`src/xbus_defs.svh`:
```
// Purpose: Offsets, field positions, reset values and timing counts of the external bus pin control.
// Assumes: One oscillator period per pclk cycle.
// Notes: Special function register numbers are word indices, four bytes apart on APB; bus access offsets are bytes.
`ifndef XBUS_DEFS_SVH
`define XBUS_DEFS_SVH
`define AUX_CONTROL_IDX 12'h08e
`define PORT0_IDX 12'h080
`define PORT1_IDX 12'h090
`define PORT2_IDX 12'h0a0
`define PORT3_IDX 12'h0b0
`define AUX_CONTROL_OFF (`AUX_CONTROL_IDX * 12'd4)
`define PORT0_OFF (`PORT0_IDX * 12'd4)
`define PORT1_OFF (`PORT1_IDX * 12'd4)
`define PORT2_OFF (`PORT2_IDX * 12'd4)
`define PORT3_OFF (`PORT3_IDX * 12'd4)
`define BUSREQ_OFF 12'h100
`define BUSADDR_OFF 12'h104
`define BUSDATA_OFF 12'h108
`define STATUS_OFF 12'h10c
`define AUX_STROBE_OFF_BIT 0
`define AUX_RESET_OUT_DISABLE_BIT 3
`define AUX_CONTROL_RESET 8'h00
`define PORT_RESET 8'hff
`define OSC_PER_MACHINE_CYCLE 4'd12
`define RESET_IN_MACHINE_CYCLES 5'd2
`define RESET_OUT_OSC_PERIODS 7'd98
`endif

```
`src/xbus_pkg.sv`:
```
// Purpose: Types shared by the external bus pin control.
// Assumes: Nothing beyond the defs header.
// Notes: States of the bus sequencer.
package xbus_pkg;
  typedef enum logic [1:0] {ACC_IDLE, ACC_WAIT, ACC_RUN} acc_state_t;
endpackage

```
`src/pin_sync.sv`:
```
// Purpose: Two flip-flop synchroniser for a vector of pins.
// Assumes: Pins are asynchronous to pclk.
// Notes: First stage is read only by the second.
`timescale 1ns/1ps
module pin_sync #(parameter int W = 8) (
  // Clock and reset.
  input wire logic pclk,
  input wire logic presetn,
  // Pins and synchronised copy.
  input wire logic [W-1:0] pin_in,
  output logic [W-1:0] pin_sync_out
);
  logic [W-1:0] meta_r;
  logic [W-1:0] meta_nxt;
  logic [W-1:0] sync_r;
  logic [W-1:0] sync_nxt;

  // Next values of both stages.
  always_comb begin
    meta_nxt = pin_in;
    sync_nxt = meta_r;
  end

  // Register both stages.
  always_ff @(posedge pclk or negedge presetn) begin
    if (!presetn) begin
      meta_r <= '0;
      sync_r <= '0;
    end else begin
      meta_r <= meta_nxt;
      sync_r <= sync_nxt;
    end
  end

  assign pin_sync_out = sync_r;
endmodule // pin_sync

```
`src/watchdog_reset.sv`:
```
// Purpose: Reset input filter and watchdog reset-out pulse.
// Assumes: reset_pin_sync already passed a synchroniser.
// Notes: Reset-out drive is suppressed when disabled.
`timescale 1ns/1ps
`include "xbus_defs.svh"
module watchdog_reset (
  // Clock and reset.
  input wire logic pclk,
  input wire logic presetn,
  // Phase and control.
  input wire logic machine_tick,
  input wire logic reset_out_disable,
  input wire logic watchdog_timeout,
  input wire logic reset_pin_sync,
  // Results.
  output logic reset_pin_o,
  output logic reset_pin_oe,
  output logic device_reset
);
  logic [4:0] hold_r;
  logic [4:0] hold_nxt;
  logic [6:0] out_r;
  logic [6:0] out_nxt;
  logic rst_r;
  logic rst_nxt;

  // Count machine cycles of high reset input, and the reset-out pulse; own drive is not counted as input.
  always_comb begin
    hold_nxt = hold_r;
    rst_nxt = rst_r;
    out_nxt = out_r;
    if (!reset_pin_sync || out_r != 7'd0) begin
      hold_nxt = 5'd0;
      rst_nxt = 1'b0;
    end else if (machine_tick) begin
      if (hold_r >= `RESET_IN_MACHINE_CYCLES - 5'd1) begin
        rst_nxt = 1'b1;
      end else begin
        hold_nxt = hold_r + 5'd1;
      end
    end
    if (out_r != 7'd0) begin
      out_nxt = out_r - 7'd1;
    end else if (watchdog_timeout && !reset_out_disable) begin
      out_nxt = `RESET_OUT_OSC_PERIODS;
    end
  end

  // Register the counters.
  always_ff @(posedge pclk or negedge presetn) begin
    if (!presetn) begin
      hold_r <= 5'd0;
      out_r <= 7'd0;
      rst_r <= 1'b0;
    end else begin
      hold_r <= hold_nxt;
      out_r <= out_nxt;
      rst_r <= rst_nxt;
    end
  end

  assign reset_pin_o = 1'b1;
  assign reset_pin_oe = (out_r != 7'd0);
  assign device_reset = rst_r;
endmodule // watchdog_reset

```
`src/xbus_pin_ctrl.sv`:
```
// Purpose: Pin control of the multiplexed external memory bus, reset pin and port alternate functions.
// Assumes: pclk is the oscillator; APB gives access to the special function registers.
// Notes: Each port pin is output, output enable and input; weak pull-ups are shown on pullup outputs.
`timescale 1ns/1ps
`include "xbus_defs.svh"
module xbus_pin_ctrl
  import xbus_pkg::*;
(
  // APB slave.
  input wire logic pclk,
  input wire logic presetn,
  input wire logic psel,
  input wire logic penable,
  input wire logic pwrite,
  input wire logic [11:0] paddr,
  input wire logic [31:0] pwdata,
  output logic [31:0] prdata,
  output logic pready,
  output logic pslverr,
  // Core side.
  input wire logic watchdog_timeout,
  input wire logic lock_bit1_programmed,
  input wire logic timer2_clock_out_en,
  input wire logic timer2_clock_out,
  input wire logic serial_tx,
  output logic device_reset,
  output logic timer2_count_input,
  output logic timer2_trigger_input,
  output logic serial_rx,
  output logic external_interrupt_zero,
  output logic external_interrupt_one,
  output logic timer0_input,
  output logic timer1_input,
  // Reset pin.
  input wire logic reset_pin_i,
  output logic reset_pin_o,
  output logic reset_pin_oe,
  // Strobes and strap.
  output logic addr_latch_strobe,
  output logic addr_latch_weak_pullup,
  output logic program_read_strobe_n,
  input wire logic external_access_select_n,
  // Ports.
  input wire logic [7:0] low_address_data_port_i,
  output logic [7:0] low_address_data_port_o,
  output logic [7:0] low_address_data_port_oe,
  output logic low_address_data_port_pullup,
  input wire logic [7:0] high_address_port_i,
  output logic [7:0] high_address_port_o,
  output logic [7:0] high_address_port_oe,
  input wire logic [7:0] port1_i,
  output logic [7:0] port1_o,
  output logic [7:0] port1_oe,
  input wire logic [7:0] port3_i,
  output logic [7:0] port3_o,
  output logic [7:0] port3_oe
);
  // Port output registers, aux control and the bus access registers, each with its next value.
  logic [7:0] aux_r, aux_nxt, p0_r, p0_nxt, p1_r, p1_nxt, p2_r, p2_nxt, p3_r, p3_nxt;
  logic [15:0] addr_r, addr_nxt;
  logic [7:0] data_r, data_nxt;
  logic [2:0] req_r, req_nxt;
  logic [3:0] phase_r, phase_nxt;
  logic mc_r, mc_nxt;
  logic ea_r, ea_nxt;
  logic [1:0] ea_taken_r, ea_taken_nxt;
  logic [31:0] rdata_r, rdata_nxt;
  acc_state_t st_r, st_nxt;
  // Synchronised pin copies and decoded phase qualifiers.
  logic [7:0] p0_s, p1_s, p2_s, p3_s;
  logic [1:0] misc_s;
  logic ext_exec, wr_en, data_cycle, data_addr_phase;
  logic ale_raw, program_read_strobe_raw;

  // Synchronise every pin input before use.
  pin_sync #(.W(8)) u_sync0 (.pclk(pclk), .presetn(presetn), .pin_in(low_address_data_port_i), .pin_sync_out(p0_s));
  pin_sync #(.W(8)) u_sync1 (.pclk(pclk), .presetn(presetn), .pin_in(port1_i), .pin_sync_out(p1_s));
  pin_sync #(.W(8)) u_sync2 (.pclk(pclk), .presetn(presetn), .pin_in(high_address_port_i), .pin_sync_out(p2_s));
  pin_sync #(.W(8)) u_sync3 (.pclk(pclk), .presetn(presetn), .pin_in(port3_i), .pin_sync_out(p3_s));
  // Reset pin and strap share one two-bit synchroniser.
  pin_sync #(.W(2)) u_syncm (.pclk(pclk), .presetn(presetn),
    .pin_in({reset_pin_i, external_access_select_n}), .pin_sync_out(misc_s));

  // Reset input filter and watchdog reset-out.
  watchdog_reset u_wdr (
    .pclk(pclk),
    .presetn(presetn),
    .machine_tick(mc_r),
    .reset_out_disable(aux_r[`AUX_RESET_OUT_DISABLE_BIT]),
    .watchdog_timeout(watchdog_timeout),
    .reset_pin_sync(misc_s[1]),
    .reset_pin_o(reset_pin_o),
    .reset_pin_oe(reset_pin_oe),
    .device_reset(device_reset)
  );

  // Decode an APB byte address to its register.
  function automatic logic [3:0] reg_sel(input logic [11:0] a);
    case (a)
      `PORT0_OFF: reg_sel = 4'd1;
      `PORT1_OFF: reg_sel = 4'd2;
      `PORT2_OFF: reg_sel = 4'd3;
      `PORT3_OFF: reg_sel = 4'd4;
      `AUX_CONTROL_OFF: reg_sel = 4'd5;
      `BUSREQ_OFF: reg_sel = 4'd6;
      `BUSADDR_OFF: reg_sel = 4'd7;
      `BUSDATA_OFF: reg_sel = 4'd8;
      `STATUS_OFF: reg_sel = 4'd9;
      default: reg_sel = 4'd0;
    endcase
  endfunction

  // APB answers at once: writes land in the access phase, read data was captured in the setup cycle.
  assign wr_en = psel && penable && pwrite;
  assign pready = 1'b1;
  assign pslverr = psel && penable && (reg_sel(paddr) == 4'd0);
  assign prdata = rdata_r;
  assign ext_exec = ea_r;

  // Oscillator phase in a twelve period machine cycle, and the access sequencer.
  always_comb begin
    phase_nxt = (phase_r == `OSC_PER_MACHINE_CYCLE - 4'd1) ? 4'd0 : phase_r + 4'd1;
    mc_nxt = (phase_r == `OSC_PER_MACHINE_CYCLE - 4'd1);
    st_nxt = st_r;
    req_nxt = req_r;
    case (st_r)
      ACC_IDLE: if (req_r[0]) st_nxt = ACC_WAIT;
      // Switching on the last phase makes the access cycle run from phase 0 to phase 11.
      ACC_WAIT: if (mc_nxt) st_nxt = ACC_RUN;
      ACC_RUN: if (mc_nxt) begin
        st_nxt = ACC_IDLE;
        req_nxt[0] = 1'b0;
      end
      default: st_nxt = ACC_IDLE;
    endcase
    if (wr_en && reg_sel(paddr) == 4'd6) req_nxt = pwdata[2:0];
  end

  // A data access occupies one whole machine cycle.
  assign data_cycle = (st_r == ACC_RUN);
  assign data_addr_phase = data_cycle && (phase_r < 4'd6);

  // Strobe timing: the latch strobe on phases 0 and 6, program read in the following phases.
  // Program reads fill phases 2 to 5 and 10 to 11; a data cycle skips both of them.
  always_comb begin
    ale_raw = (phase_r == 4'd0 || phase_r == 4'd6);
    if (data_cycle && phase_r == 4'd6) ale_raw = 1'b0;
    program_read_strobe_raw = ext_exec && !data_cycle && (phase_r[2:0] >= 3'd2) && (phase_r != 4'd6) && (phase_r != 4'd7);
  end

  // With suppression the strobe is held low and the pin is left to its weak pull-up; program execution overrides.
  // Data cycles always keep their address strobe, so an external latch never misses an address.
  assign addr_latch_strobe = (aux_r[`AUX_STROBE_OFF_BIT] && !ext_exec && !data_cycle) ? 1'b0 : ale_raw;
  assign addr_latch_weak_pullup = aux_r[`AUX_STROBE_OFF_BIT] && !ext_exec && !data_cycle;
  assign program_read_strobe_n = !program_read_strobe_raw;

  // Register writes, the strap latch and captured read data.
  always_comb begin
    aux_nxt = aux_r;
    p0_nxt = p0_r;
    p1_nxt = p1_r;
    p2_nxt = p2_r;
    p3_nxt = p3_r;
    addr_nxt = addr_r;
    data_nxt = data_r;
    ea_nxt = ea_r;
    ea_taken_nxt = ea_taken_r;
    if (wr_en) begin
      case (reg_sel(paddr))
        4'd1: p0_nxt = pwdata[7:0];
        4'd2: p1_nxt = pwdata[7:0];
        4'd3: p2_nxt = pwdata[7:0];
        4'd4: p3_nxt = pwdata[7:0];
        4'd5: aux_nxt = pwdata[7:0];
        4'd7: addr_nxt = pwdata[15:0];
        4'd8: data_nxt = pwdata[7:0];
        default: aux_nxt = aux_r;
      endcase
    end
    if (data_cycle && !req_r[1] && phase_r == 4'd11) data_nxt = p0_s;
    // The strap is read only once the synchroniser holds a real pin sample, two edges after release.
    // With lock bit 1 it is taken once and then kept; without it the pin is followed.
    if (ea_taken_r == 2'd2 || (ea_taken_r == 2'd3 && !lock_bit1_programmed)) begin
      ea_nxt = !misc_s[0];
    end
    if (ea_taken_r != 2'd3) begin
      ea_taken_nxt = ea_taken_r + 2'd1;
    end
    case (reg_sel(paddr))
      4'd1: rdata_nxt = {24'h000000, p0_s};
      4'd2: rdata_nxt = {24'h000000, p1_s};
      4'd3: rdata_nxt = {24'h000000, p2_s};
      4'd4: rdata_nxt = {24'h000000, p3_s};
      4'd5: rdata_nxt = {24'h000000, aux_r};
      4'd6: rdata_nxt = {29'h00000000, req_r};
      4'd7: rdata_nxt = {16'h0000, addr_r};
      4'd8: rdata_nxt = {24'h000000, data_r};
      4'd9: rdata_nxt = {28'h0000000, ext_exec, data_cycle, st_r};
      default: rdata_nxt = 32'h00000000;
    endcase
  end

  // Register all control state.
  always_ff @(posedge pclk or negedge presetn) begin
    if (!presetn) begin
      aux_r <= `AUX_CONTROL_RESET;
      p0_r <= `PORT_RESET;
      p1_r <= `PORT_RESET;
      p2_r <= `PORT_RESET;
      p3_r <= `PORT_RESET;
      addr_r <= 16'h0000;
      data_r <= 8'h00;
      req_r <= 3'h0;
      phase_r <= 4'h0;
      mc_r <= 1'b0;
      ea_r <= 1'b0;
      ea_taken_r <= 2'd0;
      rdata_r <= 32'h00000000;
      st_r <= ACC_IDLE;
    end else begin
      aux_r <= aux_nxt;
      p0_r <= p0_nxt;
      p1_r <= p1_nxt;
      p2_r <= p2_nxt;
      p3_r <= p3_nxt;
      addr_r <= addr_nxt;
      data_r <= data_nxt;
      req_r <= req_nxt;
      phase_r <= phase_nxt;
      mc_r <= mc_nxt;
      ea_r <= ea_nxt;
      ea_taken_r <= ea_taken_nxt;
      rdata_r <= rdata_nxt;
      st_r <= st_nxt;
    end
  end

  // Low port: address then data in a data cycle; released during program execution; otherwise open drain from its register.
  always_comb begin
    low_address_data_port_pullup = data_cycle || ext_exec;
    if (data_addr_phase) begin
      low_address_data_port_o = addr_r[7:0];
      low_address_data_port_oe = 8'hff;
    end else if (data_cycle) begin
      low_address_data_port_o = data_r;
      low_address_data_port_oe = req_r[1] ? 8'hff : 8'h00;
    end else if (ext_exec) begin
      low_address_data_port_o = 8'h00;
      low_address_data_port_oe = 8'h00;
    end else begin
      low_address_data_port_o = 8'h00;
      low_address_data_port_oe = ~p0_r;
    end
  end

  // High port: address byte strongly driven, or the port register.
  always_comb begin
    if (data_cycle && req_r[2]) begin
      high_address_port_o = addr_r[15:8];
      high_address_port_oe = 8'hff;
    end else begin
      // An eight-bit data access leaves the port register on the pins.
      high_address_port_o = p2_r;
      high_address_port_oe = ~p2_r;
    end
  end

  // Port 1 and port 3 with alternate functions; ones release the pin to its pull-up.
  always_comb begin
    port1_o = p1_r & {7'h7f, ~(timer2_clock_out_en & ~timer2_clock_out)};
    port1_oe = ~port1_o;
    port3_o = p3_r & {~(data_cycle && !req_r[1] && phase_r >= 4'd7), ~(data_cycle && req_r[1] && phase_r >= 4'd7),
      6'h3f} & {6'h3f, serial_tx, 1'b1};
    port3_oe = ~port3_o;
  end

  // Alternate inputs read the synchronised pins.
  assign timer2_count_input = p1_s[0];
  assign timer2_trigger_input = p1_s[1];
  assign serial_rx = p3_s[0];
  assign external_interrupt_zero = p3_s[2];
  assign external_interrupt_one = p3_s[3];
  assign timer0_input = p3_s[4];
  assign timer1_input = p3_s[5];
endmodule // xbus_pin_ctrl

```
`config.mk`:
```
export PLATFORM = sky130hd
export DESIGN_NAME = xbus_pin_ctrl
export DESIGN_NICKNAME = d
export VERILOG_FILES = /design/src/xbus_pkg.sv /design/src/pin_sync.sv /design/src/watchdog_reset.sv /design/src/xbus_pin_ctrl.sv
export VERILOG_INCLUDE_DIRS = /design/src /design/src/src
export SDC_FILE = /design/constraint.sdc
export NUM_CORES = 1
export LEC_CHECK = 0
export BUFFER_PORTS_ARGS = -buffer_cell sky130_fd_sc_hd__buf_2
export CORE_ASPECT_RATIO = 1.25
export CORE_MARGIN = 2
export CORE_UTILIZATION = 45
export CTS_CLUSTER_DIAMETER = 50
export DETAILED_ROUTE_END_ITERATION = 6
export HOLD_SLACK_MARGIN = 0.08
export PLACE_DENSITY = 0.78
export SLEW_MARGIN = 40
export SYNTH_ARGS = -nofsm -noshare
export SYNTH_HDL_FRONTEND = slang
export SYNTH_SLANG_ARGS = --single-unit
```
`constraint.sdc`:
```
create_clock -name pclk -period 2.35 [get_ports pclk]
set_input_delay 0.235 -clock pclk [delete_from_list [all_inputs] [get_ports pclk]]
set_output_delay 0.235 -clock pclk [all_outputs]
set_load 0.03 [all_outputs]
```
# After elaboration in Yosys (flattened, before gate mapping)
# Index checks and enable logic that the tools add are counted.
[totals] reg_bits=190 input_bits=88 output_inout_bits=112 word_cells=172
[op_classes] addsub=4 magnitude_cmp=4 n_eq_ne=38 muxes=32 bitwise=12 reduce_logical=54
[op_table] op="16-bit one-hot mux with 9 select lines" count=1
[op_table] op="8-bit two-way mux" count=11
[op_table] op="12-bit by 10-bit equality test with 1-bit output (second input constant)" count=5
[op_table] op="12-bit by 9-bit equality test with 1-bit output (second input constant)" count=4
[op_table] op="4-bit one-hot mux with 9 select lines" count=1
[op_table] op="4-bit by 3-bit equality test with 1-bit output (second input constant)" count=8
[op_table] op="8-bit inverter" count=4
[op_table] op="8-bit AND" count=3
[op_table] op="1-bit logical AND" count=20
[op_table] op="2-bit AND reduction" count=10
[op_table] op="4-bit by 2-bit equality test with 1-bit output (second input constant)" count=4
[op_table] op="4-bit equality test (second input constant)" count=4
[op_table] op="5-bit two-way mux" count=3
[op_table] op="7-bit two-way mux" count=2
[op_table] op="2-bit nonzero test" count=7
[op_table] op="4-bit by 1-bit equality test with 1-bit output (second input constant)" count=2
[op_table] op="1-bit logical NOT" count=8
[op_table] op="4-bit logical NOT" count=2
[op_table] op="1-bit two-way mux" count=8
[op_table] op="4-bit two-way mux" count=2
[op_table] op="2-bit != test (second input constant)" count=4
[op_table] op="4-bit by 3-bit != test with 1-bit output (second input constant)" count=2
[op_table] op="7-bit nonzero test" count=1
[op_table] op="7-bit by 1-bit subtractor with 7-bit output (second input constant)" count=1
[op_table] op="other kinds (17)" count=27

# Longest topological paths before layout
# Gate-level depths: netlist (run 1).
[depth] depth_word=7 mapped_depth=8 ltp_nobuf=8

# By module
# Synthesis (run 1) repeated with hierarchy kept, for this count alone.
[unflattened] hier_cells=568 area_unflattened_um2=7191.9
[by_module_without_submodules] mod="xbus_pin_ctrl" n_inst=1 cells_per_inst=439 area_per_inst_um2=4847.1 seq_area_each_um2=2367.3
[by_module_without_submodules] mod="pin_sync (u_sync0 ...)" n_inst=4 cells_per_inst=16 area_per_inst_um2=400.4 seq_area_each_um2=400.4
[by_module_without_submodules] mod="watchdog_reset" n_inst=1 cells_per_inst=61 area_per_inst_um2=643.1 seq_area_each_um2=325.3
[by_module_without_submodules] mod="pin_sync (u_syncm)" n_inst=1 cells_per_inst=4 area_per_inst_um2=100.1 seq_area_each_um2=100.1

# Worst setup path after synthesis (run 1)
# OpenSTA, ideal clock, no wires.
[synth_path] path_type="flip-flop to output port" start="register st_r[0]" end="output addr_latch_strobe" t_arrival_ns=2.196 t_required_ns=2.115 setup_slack_ns=-0.081 path_stages_with_launch=6 n_path_buf=1 path_cell_list="dfrtp_1 -> nand2b_1 -> nand2b_1 -> clkbuf_1 -> nor2_1 -> nor3_1"
[synth_via] elab_chain_cells=4 word_cells_on_any_way=6 classes_between="eq/ne: 1; mux: 2; reduce/logical: 3"
[synth_lines] element="start: declaration" line_no="xbus_pin_ctrl.sv:68" source="acc_state_t st_r, st_nxt;"
[synth_lines] element="start signal: assignment" line_no="xbus_pin_ctrl.sv:234" source="st_r <= st_nxt;"
[synth_lines] element="2-bit equality test" line_no="xbus_pin_ctrl.sv:140" source="assign data_cycle = (st_r == ACC_RUN);"
[synth_lines] element="1-bit logical NOT"
[synth_lines] element="1-bit logical AND"
[synth_lines] element="named net addr_latch_weak_pullup" line_no="xbus_pin_ctrl.sv:40" source="output logic addr_latch_weak_pullup,"
[synth_lines] element="1-bit two-way mux" line_no="xbus_pin_ctrl.sv:153" source="assign addr_latch_strobe = (aux_r[`AUX_STROBE_OFF_BIT] && !ext_exec && !data_cycle) ? 1'b0 : ale_raw;"
[synth_lines] element="end: declaration" line_no="xbus_pin_ctrl.sv:39" source="output logic addr_latch_strobe,"
# The timed path passes the listed nets, and every way through them passes these cells.

# Worst setup path in the final report (run 1)
[layout_path] start="register st_r[0]" end="output low_address_data_port_o[1]"
[layout_via] elab_chain_cells=3 word_cells_on_any_way=4 classes_between="eq/ne: 1; mux: 2; reduce/logical: 1"
[layout_lines] element="2-bit equality test (*)" line_no="xbus_pin_ctrl.sv:140"
[layout_lines] element="8-bit two-way mux or 1-bit logical AND (tied branches)" line_no="xbus_pin_ctrl.sv:244, xbus_pin_ctrl.sv:141"
[layout_lines] element="8-bit two-way mux (*)" line_no="xbus_pin_ctrl.sv:241" source="if (data_addr_phase) begin"
[layout_lines] element="end: declaration" line_no="xbus_pin_ctrl.sv:45" source="output logic [7:0] low_address_data_port_o,"
# Every way passes the cells marked *; elsewhere a longest branch is shown, timed or not.

==> impl_metrics.csv, run 1 <==
group,metric,value,unit
status,outcome,"finished clean",
floorplanning,start_util,0.4576,
timing,relSlewSlack,0.6004,
hold_path,holdPathEnd,"p1_r[6]",
worst_setup_path,cp_max_fo,17,
clocking,clock-sinks,174,
grt,grt_max_degree,68,
power,switching_share,0.2519,
synth,async_flop_share,1.000,
worst_setup_path,r2r-end,"data_r[4]",
floorplanning,ios,200,
floorplanning,die_w,118.3,microns
floorplanning,die_h,146.9,microns
floorplanning,dieArea,17390,sq um
timing,fin_crit,2205,ps
power,p_comb_frac,0.070,
floorplanning,fp.coreArea,16070,sq um
timing,maxSlewViolCount,0,
hold_path,hp-start,"pwdata[6]",
timing,tightest_slew,599.5,ps
grt,globalRouteOverflowTotal,0,
finish,regArea,4394,sq um
finish,drive_gt1_frac,0.3806,
timing,finalCritPeriodShare,0.9384,
power,leakage,0.004679,uW
hold_path,holdPathStages,3,
clocking,cts_buffers,17,
job,drv_cap,0,
worst_setup_path,worstSetupPathType,"register to primary output",
grt,grt_pass1_wl,28170,microns
finish,antenna_cells,0,
grt,antenna_found_initial,0,
clocking,cts_tree,"done",
floorplanning,num_rows,52,
power,ir_worst_vdd,527.4,uV
hold_path,holdCritPathClass,"primary input to register",
timing,hold_violations,0,
grt,gr-usage-all-layers,0.2113,
power,internal_power,4743,uW
synth,syn_area_per_cell,11.77,sq um
worst_setup_path,endpoint_kind,"primary output",
synth,syn_inst,625,
placed_design,place_worst_setup_slack,153.5,ps
worst_setup_path,cp.arrival,1970,ps
synth,yosys_warnings,0,
clocking,htreeDepth,4,
worst_setup_path,r2r_start,"phase_r[1]",
timing,clock.fmax,453.5,MHz
worst_setup_path,crit_path_start_kind,"register",
routing,first_pass_iters,6,
finish,area_delta_synth_final,28.74,%
synth,synth_flop_cell,"dfrtp_1",
clocking,clock_latency,430,ps
timing,finalClockSkew,6.448,ps
synth,synth_seq_cells,174,
finish,multi_input_area,2524,sq um
finish,nNetsFinal,937,
synth,yosysSeqAreaShare,0.5976,
power,p_per_area,669.8,nW/um^2
routing,wl_per_cell,16.44,microns
routing,drtAntennaViolNets,0,
power,power_frac_seq,0.489,
finish,fin_util,0.5891,
finish,fill_cells,1276,
worst_setup_path,worstRegToRegCells,6,
worst_setup_path,reg2reg_slack,360,ps
clocking,post_cts.repair.setup_buffers,0,
routing,drc,0,
placed_design,numPortBuffers,165,
timing,setup_viol,0,
clocking,path_clk_slew,70,ps
timing,setup_slack,144.8,ps
routing,avgViaCountPerCell,5.038,
routing,via_count,5391,
finish,final_cell_mix,"buf_2, dfrtp_1, nand2_1",
clocking,cts-root-buf,"clkbuf_16",
placed_design,hpwl,12340,microns
synth,yosysUniqueCellTypes,60,
placed_design,place_congestion,0.8909,
timing,fin_tns_setup,0,ps
synth,synth_edf_count,0,
power,pwr-share-clk,0.441,
routing,drt-initial-drc-count,279,
power,p_switching,1597,uW
routing,routed_wl,17590,microns
synth,syn_area,7353,sq um
grt,grt_pass1_vias,5344,
worst_setup_path,required,2120,ps
finish,layout_commonest_cell,"buf_2",
clocking,cts_buffer_depth,2,
[critical path: stages (launching register included)]
cell      delay [ps]
dfrtp_1          430
nand2b_1         200
a211oi_2         280
buf_12           180
nand2_1           50
o21ai_0          130
buf_2            270
[cell type report]
class / instances / share of cell area
repair buffers: 236 / 0.1614
clock buffers: 17 / 0.04494
well taps: 216 / 0.02855
multi-input cells: 371 / 0.2666
clock inverters: 15 / 0.01811
flip-flops and latches: 174 / 0.4642
inverters: 41 / 0.01626
[synthesized netlist by cell type, drive strengths merged, types with 8 or more instances]
cell | n | area, sq um
nand2 | 74 | 277.8
nor3 | 10 | 55.05
buf | 46 | 326.6
clkbuf | 9 | 33.78
nor2 | 29 | 111.4
dfstp | 32 | 840.8
o21ai | 42 | 210.2
and2 | 10 | 62.56
mux2i | 10 | 100.1
dfrtp | 142 | 3553
inv | 41 | 153.9
ha | 8 | 100.1
a21oi | 22 | 110.1
mux2 | 50 | 593.1
[how the worst max path moves through the flow]
stage	start	to	slack, ps
4_1_cts	st_r[0]	low_address_data_port_o[2]	50
2_1_floorplan	st_r[0]	port3_o[6]	100
3_3_place_gp	paddr[5]	prdata[1]	180
6_report	st_r[0]	low_address_data_port_o[1]	140
5_1_grt	st_r[0]	low_address_data_port_oe[5]	-20
3_5_place_dp	paddr[1]	p2_r[5]	150
[through the flow]
step | hold WS (ps) | std cells | total power, uW | area (sq um)
final | 117.5 | 1070 | 6341 | 9467
after global placement | 271.6 | 994 | 3530 | 8413
after CTS | 102.0 | 1070 | 6404 | 9454
after global routing | 109.2 | 1070 | 6580 | 9467
after detailed placement | 273.5 | 994 | 3539 | 8413
after floorplan | -60.59 | 641 | 3346 | 7418
[cell families (layout without fill, tap and decap cells)]
logic type                 Yosys count  after routing  share of synthesized area
AOI/OAI and AO/OA                  109            109                    0.09818
DFF                                174            174                     0.5976
adders and majority gates            8              8                    0.01361
other                                2             18                   0.001021
buffers and inverters               96            309                    0.06993
and+or+nand+nor                    174            174                     0.1230
xor gates and xnor gates             2              2                   0.002383
muxes                               60             60                    0.09427
[layer usage]
metal | part of all wire | global-route usage
met1 | 0.41 | 0.2606
met2 | 0.52 | 0.3647
met3 | 0.056 | 0.04697
met4 | 0.020 | 0.07711
met5 | 0 | 0
[power groups by stage]
stage | clock (uW) | sequential (uW) | combinational [uW]
floorplan | 0 | 3160 | 190
global placement | 0 | 3150 | 379
detailed placement | 0 | 3150 | 385
CTS | 2860 | 3100 | 441
global route | 2990 | 3100 | 482
finish | 2800 | 3100 | 443
[what timing repair did]
action | CTS | global route
setup endpoints to repair | 1 | 13
gates resized for setup | 1 | 4
hold buffers | 44 | 0
cloned | 0 | 0
endpoints found under the hold margin | 107 | 0
(Power assumes the default switching activity.)
==> run 2, diff against run 1 <==
- BUFFER_PORTS_ARGS: -buffer_cell sky130_fd_sc_hd__buf_2 -> -buffer_cell sky130_fd_sc_hd__clkbuf_2
==> impl_metrics.csv, run 2 (synthesized netlist as in run 1, its figures left out) <==
group,metric,value,unit
clocking,clock-sinks,174,
placed_design,hpwl,12460,microns
worst_setup_path,cp_slowest_cell,"dfrtp_1",
floorplanning,dieArea,17390,sq um
routing,first_pass_iters,5,
worst_setup_path,max_stage_delay,460,ps
finish,fin_util,0.5877,
timing,setup_viol,0,
clocking,cts_buffers,17,
clocking,htreeDepth,4,
timing,finalCritPeriodShare,0.9548,
clocking,clock_latency,430,ps
clocking,path_clk_slew,70,ps
worst_setup_path,crit_start,"st_r[0]",
routing,wl_per_cell,16.75,microns
finish,drive_gt1_frac,0.3787,
finish,antenna_cells,0,
grt,grt_pass1_vias,5361,
finish,nNetsFinal,937,
worst_setup_path,worst-path-stages,6,
timing,setup_slack,106.2,ps
job,drv_cap,0,
timing,hold_violations,0,
placed_design,numPortBuffers,165,
floorplanning,die_h,146.9,microns
timing,relSlewSlack,0.6120,
worst_setup_path,cp_num_buf_inv,2,
routing,routed_wl,17900,microns
routing,drt-initial-drc-count,277,
routing,drtAntennaViolNets,0,
grt,antenna_found_initial,0,
grt,gr-usage-all-layers,0.2145,
hold_path,holdCritPathClass,"primary input to register",
clocking,cts_tree,"done",
worst_setup_path,worstRegToRegCells,6,
worst_setup_path,endpoint_kind,"primary output",
worst_setup_path,critPathTopFamily,"flip-flops",
grt,globalRouteOverflowTotal,0,
timing,fin_tns_setup,0,ps
worst_setup_path,cp_max_fo,17,
placed_design,place_worst_setup_slack,155.6,ps
worst_setup_path,r2r-end,"data_r[1]",
routing,via_count,5403,
floorplanning,die_w,118.3,microns
power,p_per_area,667.4,nW/um^2
floorplanning,ios,200,
worst_setup_path,required,2120,ps
clocking,cts_buffer_depth,2,
worst_setup_path,r2r_start,"phase_r[1]",
placed_design,place_congestion,0.8990,
timing,finalClockSkew,6.860,ps
floorplanning,start_util,0.4576,
timing,tightest_slew,581.9,ps
worst_setup_path,reg2reg_slack,300,ps
status,outcome,"finished clean",
timing,fin_crit,2244,ps
timing,maxSlewViolCount,0,
worst_setup_path,worstSetupPathType,"register to primary output",
routing,avgViaCountPerCell,5.054,
floorplanning,num_rows,52,
routing,drc,0,
worst_setup_path,crit_path_start_kind,"register",
finish,layout_commonest_cell,"clkbuf_2",
clocking,cts-root-buf,"clkbuf_16",
timing,clock.fmax,445.7,MHz
grt,grt_pass1_wl,28560,microns
power,ir_worst_vdd,668.8,uV
clocking,post_cts.repair.setup_buffers,0,
finish,area_delta_synth_final,28.43,%
floorplanning,fp.coreArea,16070,sq um
power,leakage,0.004674,uW
worst_setup_path,cp.arrival,2010,ps
finish,final_cell_mix,"clkbuf_2, dfrtp_1, nand2_1",
worst_setup_path,critPathCapture,"low_address_data_port_o[0]",
grt,grt_max_degree,65,
timing,hold_slack,139.1,ps
worst_setup_path,worstPathCellList,"nand2b_4 -> a211oi_2 -> buf_12 -> nand2_1 -> o21ai_0 -> clkbuf_2",
==> run 2: cell count changes in the layout (fill, tap and decap cells not counted), sizes merged <==
cell      delta
buf        -161
clkinv       -1
clkbuf     +162
bufinv       +1
clkinvlp     +1
inv          -3
==> run 2: repair_timing <==
| item | in CTS | in global routing |
|---|---|---|
| hold buffers | 44 | 0 |
| hold endpoints to repair | 103 | 0 |
| gates resized for setup | 3 | 12 |
| setup endpoints to repair | 15 | 33 |
| pin swaps | 0 | 0 |
==> run 2: worst reg2reg max path: stages (launching register included) <==
cell,delay [ps]
dfrtp_1,460
ha_1,290
nand3b_1,150
or3_1,510
a21bo_4,350
nor2_1,70
a21oi_1,140
==> run 2: per-stage QoR <==
stage	instance area [sq um]	instances	power (uW)
finish	9444	1069	6303
floorplan	7418	641	3346
CTS	9417	1069	6339
global placement	8388	994	3528
global route	9444	1069	6533
detailed placement	8388	994	3536
==> run 2: power by group <==
group | internal (uW) | switching [uW]
registers | 3070 | 32.4
logic | 155 | 288
clock network | 1590 | 1170
==> run 2: final cells by class <==
class                           count  area [sq um]
Sequential cell                   174          4394
Clock inverter                     13         137.6
Clock buffer                       18         439.2
Timing Repair Buffer              236          1508
Tap cell                          216         270.3
Multi-Input combinational cell    371          2541
Inverter                           41         153.9
Fill cell                        1331          6626
==> run 2: how the worst min path moves through the flow <==
stage | from | to | slack (ps) | cells after the start
6_report | pwdata[5] | p1_r[5] | 140 | 3
5_1_grt | pwdata[6] | p1_r[6] | 150 | 3
4_1_cts | pwdata[5] | p1_r[5] | 130 | 3
3_5_place_dp | presetn | u_sync2.meta_r[0] | 260 | 1
3_3_place_gp | presetn | u_sync2.meta_r[0] | 260 | 1
2_1_floorplan | presetn | addr_r[0] | -60 | 0
==> run 2: layer usage <==
metal  share of wire  up-vias  global-route usage
met5               0        -                   0
met4           0.026        0             0.08193
met3           0.059       35             0.05357
met2            0.52      212              0.3743
met1            0.40     2633              0.2552
li1                -     2523                   -
==> run 3, diff against run 2 <==
- CORE_UTILIZATION: 45 -> 52
- GPL_TIMING_DRIVEN: default -> 0
- PLACE_DENSITY: 0.78 -> 0.87
==> impl_metrics.csv, run 3 (synthesized netlist as in run 1, its figures left out) <==
group,metric,value,unit
status,outcome,"finished clean",
timing,relSlewSlack,0.5175,
grt,gr-usage-all-layers,0.2586,
worst_setup_path,crit_path_start_kind,"register",
timing,finalCritPeriodShare,0.9868,
placed_design,numPortBuffers,163,
grt,grt_pass1_wl,29150,microns
routing,wl_met1,7159,microns
power,pwr-share-clk,0.450,
grt,grt_max_degree,61,
placed_design,place_congestion,0.9223,
clocking,path_clk_slew,70,ps
worst_setup_path,cp_max_fo,8,
routing,drtAntennaViolNets,0,
floorplanning,dieArea,15110,sq um
routing,drt-initial-drc-count,450,
worst_setup_path,reg2reg_slack,120,ps
power,ir_worst_vdd,521.2,uV
clocking,cts_buffer_depth,2,
finish,fin_util,0.6998,
worst_setup_path,endpoint_kind,"primary output",
clocking,clock-sinks,174,
timing,clock.fmax,431.2,MHz
power,p_switching,1520,uW
routing,drc,0,
finish,fin_cells,1056,
floorplanning,ios,200,
routing,via_count,5667,
worst_setup_path,r2r-end,"data_r[6]",
power,p_per_area,671.7,nW/um^2
power,p_comb_frac,0.073,
floorplanning,die_w,110.4,microns
floorplanning,die_h,137.0,microns
clocking,clock_latency,420,ps
routing,wl_per_cell,17.63,microns
routing,wl_met3,1223,microns
placed_design,hpwl,12810,microns
routing,first_pass_iters,7,
power,switching_share,0.2340,
routing,routed_wl,18620,microns
worst_setup_path,required,2120,ps
routing,avgViaCountPerCell,5.366,
finish,drive_gt1_frac,0.3995,
hold_path,hp-start,"pwdata[3]",
worst_setup_path,worstSetupPathType,"register to primary output",
timing,maxSlewViolCount,0,
worst_setup_path,worstPathCellList,"nand2b_4 -> a211oi_4 -> buf_4 -> a21oi_4 -> o21ai_0 -> buf_2",
floorplanning,num_rows,48,
timing,finalClockSkew,9.170,ps
timing,hold_violations,0,
timing,grt_setup_unrepaired,"true",
clocking,cts_buffers,17,
finish,layout_commonest_cell,"clkbuf_2",
worst_setup_path,worstRegToRegCells,8,
hold_path,holdPathEnd,"p1_r[3]",
worst_setup_path,max_stage_delay,430,ps
timing,fin_crit,2319,ps
clocking,htreeDepth,4,
floorplanning,start_util,0.5323,
clocking,cts-root-buf,"clkbuf_16",
timing,tightest_slew,717.7,ps
finish,area_delta_synth_final,31.46,%
power,internal_power,4974,uW
hold_path,holdCritPathClass,"primary input to register",
grt,grt_pass1_vias,5734,
power,power.total,6493,uW
timing,setup_viol,0,
finish,final_cell_mix,"clkbuf_2, dfrtp_1, nand2_1",
finish,nNetsFinal,964,
routing,highest_layer,"met4",
power,leakage,0.004814,uW
worst_setup_path,cp.arrival,2080,ps
power,power_frac_seq,0.478,
job,drv_cap,0,
placed_design,placed_cells,981,
clocking,cts_tree,"done",
grt,antenna_found_initial,0,
grt,globalRouteOverflowTotal,0,
worst_setup_path,r2r_start,"phase_r[1]",
hold_path,holdPathStages,3,
routing,met2_length,9654,microns
floorplanning,fp.coreArea,13810,sq um
timing,hold_slack,143.5,ps
worst_setup_path,cp_slowest_cell,"dfrtp_1",
timing,fin_tns_setup,0,ps
finish,antenna_cells,0,
-- run 3: cell types whose count changed in the layout (fill, tap and decap cells not counted), sizes merged --
cell      delta
buf         +28
clkinv       -4
clkinvlp     +2
bufinv       +1
inv          +1
-- run 3: metrics by stage --
step           cell area (sq um)  worst slack, ps
6_report                    9667            31.08
3_3_place_gp                8453            -1934
4_1_cts                     9639            5.970
5_1_grt                     9667           -57.09
2_1_floorplan               7418            99.16
3_5_place_dp                8528           -190.7
-- run 3: layout make-up --
| cell class | instances | area, sq um |
|---|---|---|
| clock inverter | 13 | 175.2 |
| sequential | 174 | 4395 |
| multi-input combinational | 371 | 2560 |
| tap | 175 | 219.0 |
| timing repair buffer | 211 | 1355 |
| buffer | 52 | 365.4 |
| inverter | 41 | 153.9 |
| fill | 971 | 4146 |
| clock buffer | 19 | 442.9 |
-- run 3: timing repair --
action | 4_1_cts | 5_1_grt
setup buffers | 2 | 0
setup endpoints to repair | 35 | 25
hold buffers | 44 | 0
resized for setup | 15 | 25
hold endpoints to repair | 79 | 0
pin swaps | 1 | 1
-- run 3: per-layer routing --
| layer | track usage | vias to the layer above |
|---|---|---|
| met3 | 0.05714 | 53 |
| li1 | - | 2582 |
| met2 | 0.4434 | 280 |
| met4 | 0.1056 | 0 |
| met5 | 0 | - |
| met1 | 0.3144 | 2752 |
-- run 3: critical path: cells and delay by family (launching register included) --
| family | cells | cell delay (ps) |
|---|---|---|
| AND/OR/NAND/NOR | 1 | 210 |
| buffers and inverters | 2 | 460 |
| flip-flops | 1 | 430 |
| AO/OA/AOI/OAI | 3 | 570 |
-- run 3: how the worst max path moves through the flow --
stage,startpoint,end
after floorplan,st_r[0],port3_o[6]
after global placement,presetn,u_syncm.pin_sync_out[1]
after detailed placement,paddr[1],prdata[7]
after CTS,phase_r[3],low_address_data_port_o[3]
after global routing,st_r[1],port3_o[6]
final,st_r[0],low_address_data_port_oe[0]
-- run 3: power groups by stage --
stage	Combinational [uW]	Sequential (uW)	Clock [uW]
CTS	467	3100	2950
finish	472	3100	2920
detailed placement	407	3150	0
global placement	385	3150	0
global route	517	3110	3090
floorplan	190	3160	0
